File: config.mk
export PLATFORM = sky130hd
export DESIGN_NAME = baoa_core
export DESIGN_NICKNAME = d
export VERILOG_FILES = /design/src/rtl/baoa_pkg.sv /design/src/rtl/baoa_opsel.sv /design/src/rtl/baoa_core.sv
export SDC_FILE = /design/constraint.sdc
export NUM_CORES = 1
export LEC_CHECK = 0
export ABC_AREA = 0
export ABC_CLOCK_PERIOD_IN_PS = 6180
export BUFFER_PORTS_ARGS = -buffer_cell sky130_fd_sc_hd__buf_2
export CORE_MARGIN = 10
export CORE_UTILIZATION = 53
export DETAILED_ROUTE_END_ITERATION = 6
export GPL_TIMING_DRIVEN = 0
export PLACE_DENSITY_LB_ADDON = 0.1
export SYNTH_ARGS = -nofsm -noshare
export SYNTH_HDL_FRONTEND = slang
export SYNTH_SLANG_ARGS = --single-unit
File: constraint.sdc
create_clock -name i_clk -period 6.18 [get_ports i_clk]
set_input_delay 0.927 -clock i_clk [delete_from_list [all_inputs] [get_ports i_clk]]
set_output_delay 0.927 -clock i_clk [all_outputs]
set_load 0.05 [all_outputs]
File: src/rtl/baoa_pkg.sv
// How it works
// (RULE_01) pc advances by instruction length unless a branch loads a target
// (RULE_02) fetch address is the memory bank joined to the pc
// (RULE_03) relative branch adds displacement to next instruction address
// (RULE_04) displacement is signed, bit 7 sign, sign fills upper bits
// (RULE_05) relative form serves short jump and all conditional branches
// (RULE_06) absolute call and jump copy the 16-bit immediate into the pc
// (RULE_07) fixed-area call target lies within 0800h to 0fffh
// (RULE_08) table index comes from opcode bits 1 to 5
// (RULE_09) vector entries come from table 0040h to 007fh
// (RULE_10) vector low byte at table address, high byte at next address
// (RULE_11) register-indirect jump loads pc from accumulator_pair
// (RULE_12) unsigned_multiply multiplies accumulator by low register into pair
// (RULE_13) unsigned_word_divide uses accumulator_pair as dividend and quotient
// (RULE_14) decimal_adjust_pair corrects the accumulator in place
// (RULE_15) nibble_rotate keeps its digit data in the accumulator
// (RULE_16) register operand uses both bank select flags and the opcode code
// (RULE_17) a 3-bit field picks one of eight byte registers in the bank
// (RULE_18) byte codes 0..7 are x a c b e d l h; pairs ax bc de hl
package baoa_pkg;

  localparam int PC_W      = 16;
  localparam int BANK_W    = 4;
  localparam int LEN_W     = 3;
  localparam int DISP_W    = 8;
  localparam int DISP_SIGN = 7;
  localparam int FAR_W     = 11;
  localparam int TIDX_LO   = 1;
  localparam int TIDX_HI   = 5;
  localparam int RCODE_W   = 3;
  localparam int PCODE_W   = 2;
  localparam int RBANK_W   = 2;

  localparam logic [PC_W-1:0] RESET_PC   = 16'h0000;
  localparam logic [PC_W-1:0] FAR_BASE   = 16'h0800;
  localparam logic [PC_W-1:0] TABLE_BASE = 16'h0040;
  localparam logic [PC_W-1:0] ONE_PC     = 16'h0001;

  // byte register codes
  localparam logic [RCODE_W-1:0] R_X = 3'h0;
  localparam logic [RCODE_W-1:0] R_A = 3'h1;
  localparam logic [RCODE_W-1:0] R_C = 3'h2;
  localparam logic [RCODE_W-1:0] R_B = 3'h3;
  localparam logic [RCODE_W-1:0] R_E = 3'h4;
  localparam logic [RCODE_W-1:0] R_D = 3'h5;
  localparam logic [RCODE_W-1:0] R_L = 3'h6;
  localparam logic [RCODE_W-1:0] R_H = 3'h7;
  // pair codes
  localparam logic [PCODE_W-1:0] RP_AX = 2'h0;
  localparam logic [PCODE_W-1:0] RP_BC = 2'h1;
  localparam logic [PCODE_W-1:0] RP_DE = 2'h2;
  localparam logic [PCODE_W-1:0] RP_HL = 2'h3;

  typedef enum logic [3:0] {
    BAOA_OP_SEQ,
    BAOA_OP_REL,
    BAOA_OP_ABS,
    BAOA_OP_FAR,
    BAOA_OP_TBL,
    BAOA_OP_REGJ
  } baoa_flow_t;

  typedef enum logic [2:0] {
    BAOA_IMP_NONE,
    BAOA_IMP_MUL,
    BAOA_IMP_DIV,
    BAOA_IMP_ADJ,
    BAOA_IMP_ROT
  } baoa_impl_t;

  typedef struct packed {
    baoa_flow_t           flow;
    logic [LEN_W-1:0]     len;
    logic [DISP_W-1:0]    disp;
    logic [PC_W-1:0]      imm16;
    logic [FAR_W-1:0]     far;
    logic [7:0]           opcode;
  } baoa_instr_t;

  typedef struct packed {
    logic                 req;
    logic [PC_W-1:0]      addr;
  } baoa_mem_req_t;

  typedef struct packed {
    logic                 byte_en;
    logic [RBANK_W-1:0]   bank;
    logic [RCODE_W-1:0]   code;
    logic                 pair_en;
    logic [PCODE_W-1:0]   pcode;
  } baoa_reg_sel_t;

endpackage : baoa_pkg

File: src/rtl/baoa_opsel.sv
`timescale 1ns/1ps
module baoa_opsel
  import baoa_pkg::*;
(
  // selection controls
  input  wire logic               i_rbs_low,
  input  wire logic               i_rbs_high,
  input  wire logic [RCODE_W-1:0] i_rcode,
  input  wire logic [PCODE_W-1:0] i_pcode,
  input  wire logic               i_byte_op,
  input  wire logic               i_pair_op,
  input  wire baoa_impl_t         i_impl,
  // resolved selection
  output baoa_reg_sel_t           o_sel
);

  wire logic [RBANK_W-1:0] bank = {i_rbs_high, i_rbs_low}; // [RULE_16]
  wire logic imp_pair = (i_impl == BAOA_IMP_MUL)
                     || (i_impl == BAOA_IMP_DIV); // [RULE_12] [RULE_13]
  wire logic imp_acc = (i_impl != BAOA_IMP_NONE)
                    && (i_impl != BAOA_IMP_DIV); // [RULE_14] [RULE_15]
  // mul reads a with x as the low operand, writes ax
  wire logic [RCODE_W-1:0] code =
    (i_impl == BAOA_IMP_MUL) ? R_X :
    imp_acc                  ? R_A : i_rcode; // [RULE_17] [RULE_18]

  assign o_sel.bank    = bank;
  assign o_sel.code    = code;
  assign o_sel.byte_en = i_byte_op || imp_acc;
  assign o_sel.pair_en = i_pair_op || imp_pair;
  assign o_sel.pcode   = imp_pair ? RP_AX : i_pcode; // [RULE_18]

endmodule : baoa_opsel

File: src/rtl/baoa_core.sv
`timescale 1ns/1ps
module baoa_core
  import baoa_pkg::*;
(
  // clock and reset
  input  wire logic               i_clk,
  input  wire logic               i_rst_b,
  input  wire logic               i_ce,
  // decoded instruction
  input  wire logic               i_exec,
  input  wire baoa_instr_t        i_instr,
  input  wire logic [PC_W-1:0]    i_acc_pair,
  input  wire logic [BANK_W-1:0]  i_mem_bank,
  // vector data from program memory
  input  wire logic               i_vec_valid,
  input  wire logic [7:0]         i_vec_data,
  // operand selection inputs
  input  wire logic               i_rbs_low,
  input  wire logic               i_rbs_high,
  input  wire logic [RCODE_W-1:0] i_rcode,
  input  wire logic [PCODE_W-1:0] i_pcode,
  input  wire logic               i_byte_op,
  input  wire logic               i_pair_op,
  input  wire baoa_impl_t         i_impl,
  // outputs
  output logic [PC_W-1:0]         o_pc,
  output logic [BANK_W+PC_W-1:0]  o_fetch_addr,
  output baoa_mem_req_t           o_vec_req,
  output logic                    o_busy,
  output baoa_reg_sel_t           o_reg_sel
);

  typedef enum logic [1:0] {BAOA_RUN, BAOA_VLO, BAOA_VHI} baoa_state_t;

  baoa_state_t          state_q, state_d;
  logic [PC_W-1:0]      pc_q, pc_d;
  logic [7:0]           vlo_q;
  logic [PC_W-1:0]      taddr_q;
  baoa_reg_sel_t        sel_w;

  ////////////////////////////////////////////////////////////////////////
  // target generation
  wire logic [PC_W-1:0] next_seq =
    pc_q + PC_W'(i_instr.len); // [RULE_01]
  wire logic [PC_W-1:0] disp_ext =
    {{(PC_W-DISP_W){i_instr.disp[DISP_SIGN]}}, i_instr.disp}; // [RULE_04]
  wire logic [PC_W-1:0] rel_tgt = next_seq + disp_ext; // [RULE_03] [RULE_05]
  wire logic [PC_W-1:0] far_tgt =
    FAR_BASE | PC_W'(i_instr.far); // [RULE_07]
  wire logic [PC_W-1:0] tbl_addr =
    TABLE_BASE
    | PC_W'({i_instr.opcode[TIDX_HI:TIDX_LO], 1'b0}); // [RULE_08] [RULE_09]
  wire logic run_exec = i_exec && (state_q == BAOA_RUN);

  always_comb begin
    pc_d    = pc_q;
    state_d = state_q;
    case (state_q)
      BAOA_RUN: begin
        if (i_exec) begin
          case (i_instr.flow)
            BAOA_OP_SEQ:  pc_d = next_seq; // [RULE_01]
            BAOA_OP_REL:  pc_d = rel_tgt; // [RULE_03]
            BAOA_OP_ABS:  pc_d = i_instr.imm16; // [RULE_06]
            BAOA_OP_FAR:  pc_d = far_tgt; // [RULE_07]
            BAOA_OP_REGJ: pc_d = i_acc_pair; // [RULE_11]
            BAOA_OP_TBL:  state_d = BAOA_VLO;
            default:      pc_d = next_seq;
          endcase
        end
      end
      BAOA_VLO: begin
        if (i_vec_valid) begin
          state_d = BAOA_VHI;
        end
      end
      BAOA_VHI: begin
        if (i_vec_valid) begin
          pc_d    = {i_vec_data, vlo_q}; // [RULE_10]
          state_d = BAOA_RUN;
        end
      end
      default: state_d = BAOA_RUN;
    endcase
  end

  ////////////////////////////////////////////////////////////////////////
  // state
  always_ff @(posedge i_clk or negedge i_rst_b) begin
    if (!i_rst_b) begin
      state_q <= BAOA_RUN;
      pc_q    <= RESET_PC;
      vlo_q   <= '0;
      taddr_q <= '0;
    end else if (i_ce) begin
      state_q <= state_d;
      pc_q    <= pc_d;
      if (run_exec && i_instr.flow == BAOA_OP_TBL) begin
        taddr_q <= tbl_addr;
      end
      if (state_q == BAOA_VLO && i_vec_valid) begin
        vlo_q <= i_vec_data; // [RULE_10]
      end
    end
  end

  ////////////////////////////////////////////////////////////////////////
  // registered outputs
  wire logic vec_phase = (state_d == BAOA_VLO) || (state_d == BAOA_VHI);
  wire logic [PC_W-1:0] vec_addr_d =
    (state_d == BAOA_VHI) ? ((state_q == BAOA_VHI) ? taddr_q + ONE_PC
                                                    : taddr_q + ONE_PC)
                          : ((state_q == BAOA_RUN) ? tbl_addr : taddr_q);

  baoa_opsel u_opsel (
    .i_rbs_low  (i_rbs_low),
    .i_rbs_high (i_rbs_high),
    .i_rcode    (i_rcode),
    .i_pcode    (i_pcode),
    .i_byte_op  (i_byte_op),
    .i_pair_op  (i_pair_op),
    .i_impl     (i_impl),
    .o_sel      (sel_w)
  );

  always_ff @(posedge i_clk or negedge i_rst_b) begin
    if (!i_rst_b) begin
      o_pc         <= RESET_PC;
      o_fetch_addr <= '0;
      o_vec_req    <= '0;
      o_busy       <= 1'b0;
      o_reg_sel    <= '0;
    end else if (i_ce) begin
      o_pc           <= pc_d;
      o_fetch_addr   <= {i_mem_bank, pc_d}; // [RULE_02]
      o_vec_req.req  <= vec_phase; // [RULE_09]
      o_vec_req.addr <= vec_phase ? vec_addr_d : '0;
      o_busy         <= vec_phase;
      o_reg_sel      <= sel_w; // [RULE_16]
    end
  end

endmodule : baoa_core

==> flow_metrics.env, run 1 <==
export IMPL_crit_arrival_ns=4.66
export IMPL_antenna_found_initial=0
export IMPL_gp_congestion=0.893
export IMPL_grt_pass1_vias=4594
export IMPL_htree_levels=2
export IMPL_ys_async_sr_fraction_pct=100
export IMPL_cts_hold_buf=0
export IMPL_syn_instance_count=511
export IMPL_max_freq_ghz=0.224
export IMPL_insertion_delay_ns=0.31
export IMPL_relSlewSlack_pct=22.0
export IMPL_vias_per_cell=6.00
export IMPL_drc=0
export IMPL_pin_count=158
export IMPL_utilization_pct=65.9
export IMPL_cp_end_kind="flop"
export IMPL_p_per_area_nw_per_um2=389
export IMPL_cap_violations=0
export IMPL_port_buffers=143
export IMPL_grt_max_degree=54
export IMPL_critical_path_startpoint_type="input pin"
export IMPL_crit_required_ns=6.37
export IMPL_clockBufferDepth=2
export IMPL_p_int_mw=1.02
export IMPL_synth_warnings=0
export IMPL_comb_power_share_pct=63.1
export IMPL_cts_made_buffers=5
export IMPL_ys_flop_type="dfrtp_1"
export IMPL_dpl_cell_count=767
export IMPL_clkSlewWorstSetupHoldPaths_ns=0.09
export IMPL_fin_tns_setup_ns=0
export IMPL_yosysSeqAreaShare_pct=30.3
export IMPL_grt_pass1_wl_mm=23.1
export IMPL_setup_violations=0
export IMPL_track_usage_pct=22.2
export IMPL_clock_sinks=53
export IMPL_routedWlPerCell_um=18.8
export IMPL_coreArea_um2=8130
export IMPL_ctsResizeCount=0
export IMPL_clock_skew_ns=0.00619
export IMPL_ys_ff_latch=53
export IMPL_grt_overflow=0
export IMPL_avgSynthCellArea_um2=8.58
export IMPL_tightest_slew_ns=1.17
export IMPL_hold_violations=0
export IMPL_vias=4645
export IMPL_ys_types=54
export IMPL_ant_nets=0
export IMPL_drive_above_1_share_pct=30.8
export IMPL_drt_iter0_drc=333
export IMPL_clkPwrFrac_pct=11.1
export IMPL_wl_mm=14.6
export IMPL_fin_crit_sh_pct=72.3
export IMPL_die_w_um=111
export IMPL_p_sw_mw=1.06
export IMPL_final_max_slew_viol_count=0
export IMPL_die_height_um=111
export IMPL_synth_edff_count=0
export IMPL_fin_nets=785
export IMPL_min_path_type="flop to flop"
export IMPL_swShare_pct=51.0
export IMPL_antenna_cells=0
export IMPL_rsz0062_at_grt="false"
export IMPL_crit_fanout=6
export IMPL_rows=33
export IMPL_leakage_nw=2.62
export IMPL_fillerInstances=744
export IMPL_dieArea_um2=12300
export IMPL_hpwl_mm=11.9
export IMPL_root_buffer="clkbuf_8"
export IMPL_dr_pass1_iters=5
export IMPL_final_cell_count_no_fill=774
export IMPL_seqPwrFrac_pct=25.8
export IMPL_start_util_pct=53.9
export IMPL_critPathKind="input pin to flop"
export IMPL_areaGrowthSynthToFinish_pct=22.4
export IMPL_cts_tree="done"
export IMPL_min_period_ns=4.47
export IMPL_outcome="complete, no violations"
export IMPL_postCtsSetupBuffers=0
export IMPL_vdd_drop_max_uv=267
export IMPL_synth_area_um2=4380
-- cell usage after synthesis, drive strengths merged, types with 4 or more instances --
cell type	n	share of area, %
dfrtp	53	30
o21ai	53	6.1
nand2	32	2.7
buf	30	4.8
inv	29	2.5
nor2	29	2.5
a21oi	26	3.0
mux2	24	6.2
clkbuf	21	1.8
xnor2	21	4.2
ha	19	5.4
mux2i	17	3.9
nand3	17	1.9
a221oi	12	2.4
a22oi	12	2.1
o22ai	11	1.6
a221o	10	2.3
and3	9	1.3
a211oi	8	1.5
nand2b	7	1.0
a21o	5	0.86
a31oi	5	0.71
nand4	5	0.71
nor2b	5	0.71
nor3	4	0.46
o31a	4	0.80
xor2	4	0.80
-- path summary, 6_finish.rpt --
kind / start / to / slack, ns / depth (start not counted)
setup / recovery: i_instr[43] / flop / 1.71 / 16
hold / removal: taddr_q[6] / taddr_q[6] / 0.48 / 1
setup reg to reg: flop / flop / 1.89 / 15
hold reg to reg: taddr_q[6] / taddr_q[6] / 0.48 / 1
max in group asynchronous: i_rst_b / o_fetch_addr[19] / 4.62 / 1
min in group asynchronous: i_rst_b / async pin / 0.85 / 1
-- per-layer routing --
metal	global-route usage, %	vias up	routed length [um]
met5	0	-	0
met4	7.20	0	369
met3	6.22	31	1370
met2	35.7	241	6750
met1	27.9	2197	6100
li1	-	2176	-
-- power groups by stage --
| stage | clock network (mW) | registers [mW] | logic (mW) |
|---|---|---|---|
| after floorplan | 0 | 0.703 | 0.827 |
| after global placement | 0 | 0.542 | 1.29 |
| after detailed placement | 0 | 0.545 | 1.31 |
| after CTS | 0.234 | 0.537 | 1.31 |
| after global routing | 0.247 | 0.554 | 1.43 |
| final | 0.231 | 0.539 | 1.32 |
-- critical path, cell delays in order --
cell and delay (ns):
buf_2 0.08, ha_1 0.17, inv_1 0.06, fa_1 0.38, nand2b_1 0.20, a211oi_1 0.65
nand2_1 0.15, xnor2_1 0.28, ha_1 0.35, a21o_1 0.23, a21oi_1 0.15, nor2_1 0.05
o31a_1 0.25, o31ai_1 0.29, a31oi_1 0.15, a221o_1 0.28
-- stage by stage --
step	worst slack (ns)	total power, mW	cell area [um^2]	hold WS [ns]
2_1_floorplan	2.08	1.53	4410	0.435
3_3_place_gp	1.51	1.83	5260	0.451
3_5_place_dp	1.51	1.85	5260	0.455
4_1_cts	1.82	2.09	5360	0.481
5_1_grt	1.57	2.23	5360	0.505
6_report	1.71	2.09	5360	0.476
-- cells by family (layout without fill, tap and decap cells) --
| family | after synthesis | in the layout | synth area share (%) |
|---|---|---|---|
| AO/OA/AOI/OAI | 172 | 172 | 26.1 |
| AND/OR/NAND/NOR | 118 | 118 | 13.0 |
| buffers and inverters | 80 | 230 | 9.11 |
| flip-flops | 53 | 53 | 30.3 |
| multiplexers | 41 | 41 | 10.0 |
| XOR/XNOR | 25 | 25 | 5.00 |
| adder cells (fa/ha/maj) | 21 | 21 | 6.34 |
| other | 1 | 9 | 0.0856 |
-- final cells by class --
type	instances	area, um^2	area share [%]
multi-input combinational	386	2690	50.1
sequential	53	1330	24.7
timing repair buffer	143	716	13.3
buffer	51	290	5.41
tap	105	131	2.45
inverter	29	109	2.03
clock buffer	5	68.8	1.28
clock inverter	2	35.0	0.653
-- layout by cell type (no fill, tap or decap), types with 5 or more instances in the layout --
cell type  synthesis  final
nand4_1            5      5
nor2_1            29     29
inv_1             29     29
mux2i_1           17     17
a211oi_1           7      7
a21o_1             5      5
a22oi_1           12     12
a221o_1           10     10
clkbuf_8           0      5
a31oi_1            5      5
a21oi_1           26     26
o21ai_0           53     53
ha_1              19     19
and3_1             9      9
nand3_1           17     17
nor2b_1            5      5
conb_1             1      9
nand2_1           32     32
o22ai_1           11     11
nand2b_1           7      7
a221oi_1          12     12
buf_4             26     26
clkbuf_1          21     21
dfrtp_1           53     53
mux2_2            24     24
xnor2_1           21     21
buf_2              1    144
(Power assumes the default switching activity.)
==> run 2: changes to the inputs <==
Settings changed: ABC_AREA 0 to 1, ABC_CLOCK_PERIOD_IN_PS 6180 to 3820, CORE_UTILIZATION 53 to 47.
Clock period 6.18 ns to 3.82 ns, I/O delays scaled along.
==> run 2 against run 1 <==
Sequential power grew 48%. Largest power group unchanged. First-iteration DRC count rose by 6.0%. Critical path type is now flop to flop. Highest routed layer unchanged. Register-to-register slack worse by 1.5 ns. Non-clock buffer count grew 1. Total power is 55% higher. Via count rose by 10%. Largest cell class unchanged. Clock skew rose by 0.0044 ns. Sequential share of layout area shrank 1.7 points.
==> flow_metrics.env, run 2 <==
export IMPL_grt_pass1_wl_mm=25.5
export IMPL_ys_async_sr_fraction_pct=100
export IMPL_critPathKind="flop to flop"
export IMPL_final_common_cell="nand2_1"
export IMPL_rows=36
export IMPL_cap_violations=0
export IMPL_start_util_pct=48.4
export IMPL_ys_types=49
export IMPL_crit_required_ns=4.06
export IMPL_crit_arrival_ns=3.69
export IMPL_cp_end_kind="flop"
export IMPL_vdd_drop_max_uv=416
export IMPL_setup_violations=0
export IMPL_insertion_delay_ns=0.31
export IMPL_drt_iter0_drc=353
export IMPL_outcome="complete, no violations"
export IMPL_max_freq_ghz=0.290
export IMPL_grtUsageMet2_pct=37.2
export IMPL_synth_most_common_cell="nand2_1"
export IMPL_grt_pass1_vias=5305
export IMPL_dpl_cell_count=984
export IMPL_fin_nets=974
export IMPL_top_usage_layer="met2"
export IMPL_fin_crit_sh_pct=90.4
export IMPL_drc=0
export IMPL_antenna_cells=0
export IMPL_tightest_slew_ns=1.18
export IMPL_vias_per_cell=5.16
export IMPL_final_max_slew_viol_count=0
export IMPL_die_height_um=120
export IMPL_utilization_pct=59.0
export IMPL_fin_tns_setup_ns=0
export IMPL_grt_use_met3_pct=5.35
export IMPL_vias=5118
export IMPL_p_sw_mw=1.72
export IMPL_ys_ff_latch=53
export IMPL_synth_area_um2=4730
export IMPL_synth_largest_area_cell="dfrtp_1"
export IMPL_grtUsageMet1_pct=24.5
export IMPL_dr_pass1_iters=5
export IMPL_synth_area_leaders="dfrtp_1 (28%), nand2_1 (16%), inv_1 (5.8%), a21oi_1 (5.5%), nor2_1 (5.2%)"
export IMPL_clock_skew_ns=0.0106
export IMPL_avgSynthCellArea_um2=6.76
export IMPL_synth_warnings=0
export IMPL_grt_max_degree=54
export IMPL_routedWlPerCell_um=15.9
export IMPL_relSlewSlack_pct=21.2
export IMPL_ant_nets=0
export IMPL_ys_flop_type="dfrtp_1"
export IMPL_cts_tree="done"
export IMPL_hold_violations=0
export IMPL_drive_above_1_share_pct=27.2
export IMPL_areaGrowthSynthToFinish_pct=21.8
export IMPL_clockBufferDepth=2
export IMPL_regArea_um2=1330
export IMPL_track_usage_pct=21.1
export IMPL_leakage_nw=3.15
export IMPL_clock_sinks=53
export IMPL_antenna_found_initial=0
export IMPL_synth_edff_count=0
export IMPL_swShare_pct=52.8
export IMPL_p_per_area_nw_per_um2=563
export IMPL_hpwl_mm=13.2
export IMPL_rr_worst_depth=25
export IMPL_port_buffers=143
export IMPL_wl_mm=15.8
export IMPL_fillerInstances=991
export IMPL_mostFrequentLayoutCells="nand2_1 (199), buf_2 (152), inv_1 (73), nor2_1 (65)"
export IMPL_critical_path_startpoint_type="flop"
export IMPL_multi_input_area_um2=2810
export IMPL_clkPwrFrac_pct=12.3
export IMPL_min_path_type="input pin to flop"
export IMPL_p_int_mw=1.53
export IMPL_comb_power_share_pct=63.2
export IMPL_cts_made_buffers=5
export IMPL_seqPwrFrac_pct=24.6
export IMPL_yosysSeqAreaShare_pct=28.0
export IMPL_dieArea_um2=14500
export IMPL_grt_overflow=0
export IMPL_crit_fanout=5
export IMPL_root_buffer="clkbuf_8"
export IMPL_final_cell_count_no_fill=992
export IMPL_rsz0062_at_grt="false"
export IMPL_syn_instance_count=700
export IMPL_clkSlewWorstSetupHoldPaths_ns=0.09
export IMPL_htree_levels=2
export IMPL_synth_top_area_share_pct=28.0
export IMPL_die_w_um=120
export IMPL_min_period_ns=3.45
export IMPL_gp_congestion=0.894
export IMPL_synth_common_cells="nand2_1 (199), inv_1 (73), nor2_1 (65)"
export IMPL_coreArea_um2=9770
export IMPL_pin_count=158
export IMPL_hold_path_depth=3
-- run 2: changes by cell type in the layout (fill, tap and decap cells not counted), moves of 11 or more --
cell | before | now
nand2_1 | 32 | 199
inv_1 | 29 | 73
nor2_1 | 29 | 65
a21oi_1 | 26 | 52
xnor2_1 | 21 | 1
mux2i_1 | 17 | 0
a22oi_1 | 12 | 1
mux2_2 | 24 | 13
o21ai_0 | 53 | 42
-- run 2: logic make-up (layout without fill, tap and decap cells) --
| kind of cell | Yosys count | count (layout) | synth area share [%] |
|---|---|---|---|
| compound gates | 146 | 146 | 18.3 |
| xor+xnor | 11 | 11 | 2.04 |
| fa+ha+maj | 21 | 21 | 5.87 |
| buf+inv | 129 | 280 | 13.3 |
| flops | 53 | 53 | 28.0 |
| mux | 13 | 13 | 3.09 |
| other cells | 1 | 9 | 0.0792 |
| simple gates | 326 | 326 | 29.3 |
-- run 2: final cells by class --
cell class / count / share of cell area [%]
Multi-Input combinational cell: 526 / 48.7
Sequential cell: 53 / 23.0
Timing Repair Buffer: 143 / 12.4
Buffer: 52 / 5.91
Inverter: 77 / 5.02
Tap cell: 133 / 2.89
Clock buffer: 7 / 1.50
Clock inverter: 1 / 0.521
-- run 2: metrics by stage --
stage | setup slack [ns] | cell area, um^2 | hold slack (ns) | total power, mW
detailed placement | 0.177 | 5650 | 0.457 | 2.85
finish | 0.366 | 5760 | 0.457 | 3.25
CTS | 0.353 | 5760 | 0.450 | 3.25
global route | 0.0250 | 5760 | 0.446 | 3.50
global placement | 0.185 | 5650 | 0.450 | 2.82
floorplan | 0.480 | 4760 | 0.277 | 2.34
-- run 2: layer usage --
layer	wire, um	vias to the layer above
met5	0	-
met4	333	0
met3	1210	22
met2	7710	200
met1	6540	2322
li1	-	2574
-- run 2: power by group through the flow --
stage	Clock [mW]	Combinational [mW]	Sequential [mW]
after CTS	0.408	2.05	0.796
after global routing	0.432	2.25	0.813
after global placement	0	2.02	0.800
after detailed placement	0	2.04	0.807
final	0.398	2.05	0.798
after floorplan	0	1.32	1.02
-- run 2: final timing paths --
kind | endpoint | start | slack (ns)
max in group asynchronous | async pin | i_rst_b | 2.52
min in group asynchronous | o_vec_req[4] | i_rst_b | 0.50
hold / removal | o_fetch_addr[19] | i_mem_bank[3] | 0.46
hold reg to reg | o_fetch_addr[19] | o_fetch_addr[19] | 0.48
setup reg to reg | flop | flop | 0.37
setup / recovery | flop | flop | 0.37
-- run 2: what timing repair did --
action                                  in CTS  in global routing
setup buffers                                0                  0
endpoints found under the setup margin       0                  1
hold buffers                                 0                  0
gates resized for setup                      0                  1
-- run 2: worst max-delay path, stage by stage (launching register included) --
cell and delay [ns]:
dfrtp_2 0.41, ha_1 0.18, inv_1 0.06, fa_1 0.40
inv_1 0.07, nand2_1 0.04, nand2_1 0.07, nand2_1 0.08
nor2_1 0.14, nand2_1 0.13, nor2_2 0.12, nand2_1 0.06
nand2_1 0.09, inv_1 0.06, ha_1 0.32, nand2_1 0.14
inv_1 0.05, a21oi_1 0.19, nand3_1 0.16, nand2_1 0.09
nand2_1 0.05, o21ai_1 0.12, o21ai_0 0.11, nand2_1 0.09
nand2_1 0.06, a21oi_1 0.12
